`config.mk`:
```
export PLATFORM = sky130hd
export DESIGN_NAME = dmacrs_top
export DESIGN_NICKNAME = d
export VERILOG_FILES = /design/src/core/dmacrs_pkg.sv /design/src/core/dmacrs_req_sel.sv /design/src/core/dmacrs_top.sv
export VERILOG_INCLUDE_DIRS = /design/src /design/src/core
export SDC_FILE = /design/constraint.sdc
export NUM_CORES = 1
export LEC_CHECK = 0
export BUFFER_PORTS_ARGS = -buffer_cell sky130_fd_sc_hd__buf_2
export CAP_MARGIN = 5
export CORE_UTILIZATION = 35
export DETAILED_ROUTE_END_ITERATION = 12
export SYNTH_ARGS = -nofsm -noshare
export SYNTH_HDL_FRONTEND = slang
export SYNTH_SLANG_ARGS = --single-unit
```
`constraint.sdc`:
```
create_clock -name clk_sys -period 9.4 [get_ports clk_sys]
set_input_delay 0.47 -clock clk_sys [delete_from_list [all_inputs] [get_ports clk_sys]]
set_output_delay 0.47 -clock clk_sys [all_outputs]
set_load 0.01 [all_outputs]
```
`src/core/dmacrs_params.svh`:
```
// constants for the dma channel run/status block: offsets, fields, resets
// assumes a 32-bit plain register port with word addresses in bytes
`ifndef DMACRS_PARAMS_SVH
`define DMACRS_PARAMS_SVH

`define DMACRS_ADDR_W        8
`define DMACRS_OFS_CTRL_STAT 8'h00
`define DMACRS_OFS_CB_ADDR   8'h04
`define DMACRS_OFS_DEBUG     8'h08
`define DMACRS_OFS_IRQ_MASK  8'h0C

`define DMACRS_BIT_RUN       0
`define DMACRS_BIT_DONE      1
`define DMACRS_BIT_INT       2
`define DMACRS_BIT_REQ       3
`define DMACRS_BIT_RD_PAUSE  4
`define DMACRS_BIT_WR_PAUSE  5
`define DMACRS_BIT_REQ_STALL 6
`define DMACRS_BIT_DRAIN     7
`define DMACRS_BIT_ERROR     10
`define DMACRS_QOS_LO        16
`define DMACRS_QOS_HI        19
`define DMACRS_URG_LO        20
`define DMACRS_URG_HI        23
`define DMACRS_BIT_WDRAIN_EN 28
`define DMACRS_BIT_DBG_DIS   29

`define DMACRS_DBG_ERR_W     3
`define DMACRS_DBG_INT_ERR   8
`define DMACRS_DBG_INT_ERR_RST 1'b0

`define DMACRS_REQ_RESET     1'b1
`define DMACRS_QOS_RESET     4'h0
`define DMACRS_NREQ          32
`define DMACRS_SEL_W         5
`define DMACRS_WTALLY_W      8
`define DMACRS_BURST_BEATS   8'h04

`endif

```
`src/core/dmacrs_pkg.sv`:
```
// types for the dma channel run/status block
// assumes dmacrs_params.svh sits on the include path
`include "dmacrs_params.svh"
package dmacrs_pkg;
  typedef struct packed {
    logic [`DMACRS_ADDR_W-1:0] addr;
    logic [31:0]               wdata;
    logic                      wr;
    logic                      rd;
  } dmacrs_bus_t;

  typedef struct packed {
    logic [31:0]              next_block_pointer;
    logic [`DMACRS_SEL_W-1:0] sel;
    logic                     src_paced;
    logic                     dst_paced;
    logic                     int_en;
    logic [15:0]              beats;
  } dmacrs_cb_t;

  typedef enum logic [2:0] {
    DMACRS_IDLE,
    DMACRS_FETCH,
    DMACRS_MOVE,
    DMACRS_DRAIN,
    DMACRS_FINISH
  } dmacrs_state_t;
endpackage

```
`src/core/dmacrs_req_sel.sv`:
```
// picks the paced request and urgent line named by the peripheral select
// assumes request and urgent lines are synchronous to clk_sys
`timescale 1ns/1ps
`default_nettype none
`include "dmacrs_params.svh"
module dmacrs_req_sel (
  input  wire logic [`DMACRS_NREQ-1:0]  req_lines,
  input  wire logic [`DMACRS_NREQ-1:0]  urg_lines,
  input  wire logic [`DMACRS_SEL_W-1:0] sel,
  output logic                          req_sel,
  output logic                          urg_sel
);
  logic [`DMACRS_NREQ-1:0] req_vec;
  logic [`DMACRS_NREQ-1:0] urg_vec;
  genvar g;
  generate
    for (g = 0; g < `DMACRS_NREQ; g++) begin : g_line
      // select zero is unpaced: always requesting, never urgent
      if (g == 0) begin : g_zero
        assign req_vec[g] = 1'b1;
        assign urg_vec[g] = 1'b0;
      end else begin : g_line_n
        assign req_vec[g] = req_lines[g];
        assign urg_vec[g] = urg_lines[g];
      end
    end
  endgenerate
  assign req_sel = req_vec[sel];
  assign urg_sel = urg_vec[sel];
endmodule
`default_nettype wire

```
`src/core/dmacrs_top.sv`:
```
// dma channel run/status: control register, chain sequencing, pause flags
// assumes a simple memory-side fetch port and a write-response tally input
//
// Our own choices: strobed register access and the placing of the registers.
`timescale 1ns/1ps
`default_nettype none
`include "dmacrs_params.svh"
module dmacrs_top (
  input  wire logic                         clk_sys,
  input  wire logic                         rst_n,
  input  wire dmacrs_pkg::dmacrs_bus_t      bus,
  output logic [31:0]                       rdata_r,
  input  wire logic [`DMACRS_NREQ-1:0]      req_lines,
  input  wire logic [`DMACRS_NREQ-1:0]      urg_lines,
  input  wire logic                         dbg_hold,
  output logic                              cb_fetch_r,
  output logic [31:0]                       cb_fetch_addr_r,
  input  wire logic                         cb_valid,
  input  wire dmacrs_pkg::dmacrs_cb_t       cb_in,
  output logic                              rd_beat_r,
  output logic                              wr_beat_r,
  input  wire logic                         wr_resp,
  input  wire logic [`DMACRS_DBG_ERR_W-1:0] err_in,
  output logic [3:0]                        qos_r,
  output logic                              irq_r
);
  import dmacrs_pkg::*;

  dmacrs_state_t             state_r;
  dmacrs_cb_t                cb_r;
  logic                      run_r;
  logic                      done_r;
  logic                      int_r;
  logic                      req_flag_r;
  logic [3:0]                qos_val_r;
  logic [3:0]                urg_val_r;
  logic                      wdrain_en_r;
  logic                      dbg_dis_r;
  logic [31:0]               cb_addr_r;
  logic [`DMACRS_DBG_ERR_W-1:0] err_r;
  logic                      int_on_err_r;
  logic                      err_pend_r;
  logic [2:0]                mask_r;
  logic [15:0]               beats_r;
  logic [`DMACRS_WTALLY_W-1:0] wtally_r;
  logic                      req_sel;
  logic                      urg_sel;
  logic                      hold_eff;
  logic                      rd_pause;
  logic                      wr_pause;
  logic                      stall;
  logic                      move_ok;
  logic                      finish;
  logic                      wr_cs;
  logic                      rd_dbg;
  logic                      wr_dbg;
  logic [31:0]               cs_view;
  logic                      wr_issue;
  logic                      tally_inc;
  logic                      tally_dec;
  logic                      done_clr;
  logic                      int_clr;
  logic                      err_evt;
  logic                      done_nxt;
  logic                      int_nxt;

  // select zero maps to an always-requesting line, so unpaced moves never stall
  dmacrs_req_sel i_dmacrs_req_sel (
    .req_lines (req_lines),
    .urg_lines (urg_lines),
    .sel       (cb_r.sel),
    .req_sel   (req_sel),
    .urg_sel   (urg_sel)
  );

  assign wr_cs  = bus.wr && (bus.addr == `DMACRS_OFS_CTRL_STAT);
  assign wr_dbg = bus.wr && (bus.addr == `DMACRS_OFS_DEBUG);
  assign rd_dbg = bus.rd && (bus.addr == `DMACRS_OFS_DEBUG);

  // pause causes; hold is ignored when the debug-disable bit is set
  assign hold_eff = dbg_hold && !dbg_dis_r;
  assign stall    = (cb_r.src_paced || cb_r.dst_paced) && !req_sel;
  assign rd_pause = !run_r || hold_eff || (cb_r.src_paced && !req_sel);
  assign wr_pause = !run_r || hold_eff || (cb_r.dst_paced && !req_sel);
  // beats are atomic, so pausing between them is always a safe boundary
  assign move_ok  = (state_r == DMACRS_MOVE) && !rd_pause && !wr_pause
                    && (beats_r != 16'h0000);
  assign wr_issue = move_ok;
  assign tally_inc = wr_issue;
  assign tally_dec = wr_resp && (wtally_r != '0);
  // completion waits for the tally only when draining is enabled
  assign finish = ((state_r == DMACRS_MOVE) && (beats_r == 16'h0000) && !wdrain_en_r)
               || ((state_r == DMACRS_DRAIN) && (wtally_r == '0));

  always_ff @(posedge clk_sys or negedge rst_n) begin
    if (!rst_n) begin
      state_r         <= DMACRS_IDLE;
      cb_fetch_r      <= 1'b0;
      cb_fetch_addr_r <= 32'h0000_0000;
      beats_r         <= 16'h0000;
    end else begin
      cb_fetch_r <= 1'b0;
      unique case (state_r)
        DMACRS_IDLE: begin
          if (run_r && (cb_addr_r != 32'h0000_0000)) begin
            state_r         <= DMACRS_FETCH;
            cb_fetch_r      <= 1'b1;
            cb_fetch_addr_r <= cb_addr_r;
          end
        end
        DMACRS_FETCH: begin
          if (cb_valid) begin
            state_r <= DMACRS_MOVE;
            beats_r <= cb_in.beats;
          end
        end
        DMACRS_MOVE: begin
          if (move_ok) begin
            beats_r <= beats_r - 16'h0001;
          end else if (beats_r == 16'h0000) begin
            state_r <= wdrain_en_r ? DMACRS_DRAIN : DMACRS_FINISH;
          end
        end
        DMACRS_DRAIN: begin
          if (wtally_r == '0) begin
            state_r <= DMACRS_FINISH;
          end
        end
        DMACRS_FINISH: begin
          state_r <= DMACRS_IDLE;
        end
      endcase
    end
  end

  // control block capture; request mirror follows the selected request line every cycle in move and drain
  always_ff @(posedge clk_sys or negedge rst_n) begin
    if (!rst_n) begin
      cb_r <= '0;
    end else if ((state_r == DMACRS_FETCH) && cb_valid) begin
      cb_r <= cb_in;
    end
  end

  always_ff @(posedge clk_sys or negedge rst_n) begin
    if (!rst_n) begin
      req_flag_r <= `DMACRS_REQ_RESET;
    end else if (state_r == DMACRS_MOVE || state_r == DMACRS_DRAIN) begin
      req_flag_r <= req_sel;
    end
  end

  // beat strobes are registered to keep every output on a flop
  always_ff @(posedge clk_sys or negedge rst_n) begin
    if (!rst_n) begin
      rd_beat_r <= 1'b0;
      wr_beat_r <= 1'b0;
    end else begin
      rd_beat_r <= move_ok;
      wr_beat_r <= wr_issue;
    end
  end

  // tally counts at issue, not at the registered beat, so drain sees the last write
  always_ff @(posedge clk_sys or negedge rst_n) begin
    if (!rst_n) begin
      wtally_r <= '0;
    end else if (tally_inc && !tally_dec) begin
      wtally_r <= wtally_r + `DMACRS_WTALLY_W'(1);
    end else if (!tally_inc && tally_dec) begin
      wtally_r <= wtally_r - `DMACRS_WTALLY_W'(1);
    end
  end

  // block address: software writes it, the chain reloads it
  always_ff @(posedge clk_sys or negedge rst_n) begin
    if (!rst_n) begin
      cb_addr_r <= 32'h0000_0000;
    end else if (state_r == DMACRS_FINISH) begin
      cb_addr_r <= cb_r.next_block_pointer;
    end else if (bus.wr && (bus.addr == `DMACRS_OFS_CB_ADDR)) begin
      cb_addr_r <= bus.wdata;
    end
  end

  // run bit: hardware auto-clear at chain end wins over a software write
  always_ff @(posedge clk_sys or negedge rst_n) begin
    if (!rst_n) begin
      run_r <= 1'b0;
    end else if (finish && (cb_r.next_block_pointer == 32'h0000_0000)) begin
      run_r <= 1'b0;
    end else if (wr_cs) begin
      run_r <= bus.wdata[`DMACRS_BIT_RUN];
    end
  end

  always_ff @(posedge clk_sys or negedge rst_n) begin
    if (!rst_n) begin
      qos_val_r   <= `DMACRS_QOS_RESET;
      urg_val_r   <= `DMACRS_QOS_RESET;
      wdrain_en_r <= 1'b0;
      dbg_dis_r   <= 1'b0;
    end else if (wr_cs) begin
      qos_val_r   <= bus.wdata[`DMACRS_QOS_HI:`DMACRS_QOS_LO];
      urg_val_r   <= bus.wdata[`DMACRS_URG_HI:`DMACRS_URG_LO];
      wdrain_en_r <= bus.wdata[`DMACRS_BIT_WDRAIN_EN];
      dbg_dis_r   <= bus.wdata[`DMACRS_BIT_DBG_DIS];
    end
  end

  // qos follows the urgent line one cycle late; a beat may go out at the old level
  always_ff @(posedge clk_sys or negedge rst_n) begin
    if (!rst_n) begin
      qos_r <= `DMACRS_QOS_RESET;
    end else begin
      qos_r <= urg_sel ? urg_val_r : qos_val_r;
    end
  end

  // error flags: new errors win over the read-side clear
  always_ff @(posedge clk_sys or negedge rst_n) begin
    if (!rst_n) begin
      err_r <= '0;
    end else if (rd_dbg) begin
      err_r <= err_in;
    end else begin
      err_r <= err_r | err_in;
    end
  end

  // error interrupt enable sits in the debug register beside the flags
  always_ff @(posedge clk_sys or negedge rst_n) begin
    if (!rst_n) begin
      int_on_err_r <= `DMACRS_DBG_INT_ERR_RST;
    end else if (wr_dbg) begin
      int_on_err_r <= bus.wdata[`DMACRS_DBG_INT_ERR];
    end
  end

  // an error is only remembered here; it raises the flag at block end
  always_ff @(posedge clk_sys or negedge rst_n) begin
    if (!rst_n) begin
      err_pend_r <= 1'b0;
    end else if (finish) begin
      err_pend_r <= 1'b0;
    end else if (err_evt) begin
      err_pend_r <= 1'b1;
    end
  end

  assign err_evt = int_on_err_r && (err_in != '0);

  // write-one clears first, then the set terms, so an event in the clear cycle survives
  always_comb begin
    done_clr = wr_cs && bus.wdata[`DMACRS_BIT_DONE];
    int_clr  = wr_cs && bus.wdata[`DMACRS_BIT_INT];
    done_nxt = done_r && !done_clr;
    int_nxt  = int_r && !int_clr;
    if (finish) begin
      done_nxt = 1'b1;
      if (cb_r.int_en || err_pend_r || err_evt) begin
        int_nxt = 1'b1;
      end
    end
  end

  always_ff @(posedge clk_sys or negedge rst_n) begin
    if (!rst_n) begin
      done_r <= 1'b0;
      int_r  <= 1'b0;
    end else begin
      done_r <= done_nxt;
      int_r  <= int_nxt;
    end
  end

  always_ff @(posedge clk_sys or negedge rst_n) begin
    if (!rst_n) begin
      mask_r <= 3'h0;
    end else if (bus.wr && (bus.addr == `DMACRS_OFS_IRQ_MASK)) begin
      mask_r <= bus.wdata[2:0];
    end
  end

  // irq follows the next flag values: it rises with a flag and drops with its clear
  always_ff @(posedge clk_sys or negedge rst_n) begin
    if (!rst_n) begin
      irq_r <= 1'b0;
    end else begin
      irq_r <= (int_nxt && mask_r[`DMACRS_BIT_INT])
               || (done_nxt && mask_r[`DMACRS_BIT_DONE]);
    end
  end

  always_comb begin
    cs_view = 32'h0000_0000;
    cs_view[`DMACRS_BIT_RUN]       = run_r;
    cs_view[`DMACRS_BIT_DONE]      = done_r;
    cs_view[`DMACRS_BIT_INT]       = int_r;
    cs_view[`DMACRS_BIT_REQ]       = req_flag_r;
    cs_view[`DMACRS_BIT_RD_PAUSE]  = rd_pause;
    cs_view[`DMACRS_BIT_WR_PAUSE]  = wr_pause;
    cs_view[`DMACRS_BIT_REQ_STALL] = stall && (state_r == DMACRS_MOVE);
    cs_view[`DMACRS_BIT_DRAIN]     = (state_r == DMACRS_DRAIN);
    cs_view[`DMACRS_BIT_ERROR]     = (err_r != '0);
    cs_view[`DMACRS_QOS_HI:`DMACRS_QOS_LO] = qos_val_r;
    cs_view[`DMACRS_URG_HI:`DMACRS_URG_LO] = urg_val_r;
    cs_view[`DMACRS_BIT_WDRAIN_EN] = wdrain_en_r;
    cs_view[`DMACRS_BIT_DBG_DIS]   = dbg_dis_r;
  end

  // unmapped reads return zero
  always_ff @(posedge clk_sys or negedge rst_n) begin
    if (!rst_n) begin
      rdata_r <= 32'h0000_0000;
    end else if (bus.rd) begin
      unique case (bus.addr)
        `DMACRS_OFS_CTRL_STAT: rdata_r <= cs_view;
        `DMACRS_OFS_CB_ADDR:   rdata_r <= cb_addr_r;
        `DMACRS_OFS_DEBUG:     rdata_r <= {23'h0, int_on_err_r, 5'h00, err_r};
        `DMACRS_OFS_IRQ_MASK:  rdata_r <= {29'h0, mask_r};
        default:               rdata_r <= 32'h0000_0000;
      endcase
    end else begin
      rdata_r <= 32'h0000_0000;
    end
  end
endmodule
`default_nettype wire

```
==> results.ini <==
[clocking]
hold_buffers=0
numCtsBuffers=17
ctsResizeCount=0
cts_sinks=192
cts_setup_buffers=0
h-tree-depth=4
cts_root_buf=clkbuf_16
clkTransAtPathRegs_ns=0.08
clkLatencyLatePin_ns=0.44
clockBufferDepth=2
tritoncts=done

[critical_path]
cp_num_buf_inv=2
start_kind=flop
path_class=flop to flop
path_cells=inv_1, ha_1, or4b_4, or3_4, or3_4, nand2_1, nor2_1, ha_1, inv_1, ha_1, a21o_1, a21oi_1, o21bai_1, a2111o_1, a2111o_1, o211ai_1
path_delay_family=simple AND/OR/NAND/NOR gates
critPathMostFrequentCell=ha_1
cp-end-kind=flop
cp.arrival_ns=5.38
cp_max_fo=21
crit_required_ns=9.75
max_stage_delay_ns=0.53
slowest_stage=nand2_1

[final_layout]
stdcell_count=1412
layout-drive-gt1-share=0.339
final_design_area_no_fill_um2=11100
final_common_cell=buf_2
nets=1244
fill_cells=2471
area_delta_synth_final_pct=23.1
final_cell_mix=buf_2 (238), dfrtp_1 (191), nand2_1 (175)

[placed_design]
dpl-instance-area_um2=10600
gp_congestion=0.829
dp_cells=1376
io_buffers=239
dp_hpwl_um=18900

[die]
rows=58
die_x_um=163
dieArea_um2=26500
ios=242
die_h_um=163
core_area_um2=25300
initial_utilization=0.358

[yosys]
syn_inst=850
avgSynthCellArea_um2=10.6
ys_types=56
async_flop_share=1.00
yosysWarnings=0
synth-edff-count=0
ys_seq_area_frac=0.532
syn-cell-area_um2=9040
ys_ff_latch=192
synth_top_area_share=0.529
ys.flop_type=dfrtp_1
synth_nets=1029
synthTopCellsByArea=dfrtp_1 (53%), nand2_1 (7.3%), mux2_2 (6.5%), mux2i_1 (4.7%), mux4_2 (4.0%)
synth_top_cell_by_area=dfrtp_1

[worst_hold_path]
hold_class=primary input to asynchronous set/reset pin

[detailed_routing]
routed_wl_um=25300
viasPerCell=5.10
drtIter0Drc=455
drt-pass1-iter-count=4
num_vias=7195
drc=0
wl_per_cell_um=17.9
ant_nets=0

[power]
fin_total_pwr_mw=2.67
leakage_nw=5.44
peakVddDrop_mv=0.111
powerDensity_nw_per_um2=240

[grt]
grt_pass1_wl_um=39800
grt-ovfl-total=0
grt_max_degree=86
grt_pass1_vias=7164
track_usage=0.198
antenna_found_initial=6

[timing]
slew_headroom=0.329
skew_ns=0.0169
period_share=0.535
fin_crit_ns=5.02
slew_violations=0
fmax_ghz=0.199
hold_viol=0
tightest_slew_ns=1.00
setup_tns_ns=0
rsz0062_at_grt=no
setup_viol=0

[run]
maxCapViolations=0

[outcome]
status=finished, final reports clean

-- where the power goes --
part	total (mW)	internal, mW	switching [mW]
Clock	0.704	0.381	0.323
Combinational	0.744	0.353	0.391
Sequential	1.22	1.01	0.214
Total	2.67	1.74	0.928
-- flip-flops by register name (all words and copies together), names as in the netlist, 3 cells and up --
| signal | flops |
|---|---|
| beats_r | 16 |
| cb_addr_r | 32 |
| cb_fetch_addr_r | 32 |
| cb_r | 40 |
| err_r | 3 |
| mask_r | 3 |
| qos_r | 4 |
| qos_val_r | 4 |
| rdata_r | 32 |
| state_r | 3 |
| urg_val_r | 4 |
| wtally_r | 8 |
-- layer usage --
layer | GRT usage | share of wire
met5 | 0 | 0.00051
met4 | 0.0709 | 0.023
met3 | 0.0392 | 0.048
met2 | 0.312 | 0.47
met1 | 0.270 | 0.45
-- worst reg2reg max path: stages, from the launching register on --
cell	delay [ns]
dfrtp_1	0.39
inv_1	0.08
ha_1	0.20
or4b_4	0.51
or3_4	0.44
or3_4	0.42
nand2_1	0.53
nor2_1	0.15
ha_1	0.29
inv_1	0.25
ha_1	0.29
a21o_1	0.17
a21oi_1	0.21
o21bai_1	0.14
a2111o_1	0.44
a2111o_1	0.36
o211ai_1	0.08
-- cell families after synthesis --
group | count (synthesis) | synth area share
XOR/XNOR | 7 | 0.00678
AND/OR/NAND/NOR | 324 | 0.163
adder cells (fa/ha/maj) | 9 | 0.0133
AO/OA/AOI/OAI | 146 | 0.107
flip-flops | 192 | 0.532
buffers and inverters | 62 | 0.0267
multiplexers | 110 | 0.151
-- synth_stat cells, drive strengths merged (16+ instances only) --
cell	number
nand2	175
a22oi	25
nor4	20
mux4	16
dfrtp	191
mux2i	42
a21oi	24
o21ai	53
clkbuf	47
mux2	52
nor2	50
or3	17
-- through the flow --
step,util,setup WS (ns),hold slack [ns]
final,0.441,4.38,0.0403
after global routing,0.440,4.04,0.102
after CTS,0.440,4.41,0.0871
after detailed placement,0.418,4.43,0.472
after global placement,0.418,4.48,0.463
after floorplan,-,5.08,0.174
-- cell type report --
| cell class | count | area [um^2] | share of cell area |
|---|---|---|---|
| multi-input combinational | 596 | 4020 | 0.361 |
| antenna | 5 | 12.5 | 0.00112 |
| clock inverter | 10 | 103 | 0.00922 |
| tap | 330 | 413 | 0.0371 |
| clock buffer | 21 | 460 | 0.0414 |
| sequential | 192 | 4810 | 0.432 |
| timing repair buffer | 249 | 1280 | 0.115 |
| inverter | 9 | 33.8 | 0.00304 |
-- path summary, 6_finish.rpt --
kind | depth (start not counted) | to | slack, ns | start
worst max-delay path | 16 | wtally_r[7]$_DFFE_PN0P_ | 4.38 | beats_r[0]$_DFFE_PN0P_
worst min-delay path | 1 | beats_r[3]$_DFFE_PN0P_ | 0.04 | rst_n
worst max register to register | 16 | wtally_r[7]$_DFFE_PN0P_ | 4.38 | beats_r[0]$_DFFE_PN0P_
worst min register to register | 2 | err_pend_r$_DFFE_PN0P_ | 0.49 | err_pend_r$_DFFE_PN0P_
max in group asynchronous | 3 | cb_addr_r[17]$_DFFE_PN0P_ | 7.41 | rst_n
min in group clk_sys | 3 | cb_r[21]$_DFFE_PN0P_ | 0.22 | cb_in[21]
Power figures use the tool's default switching activity.
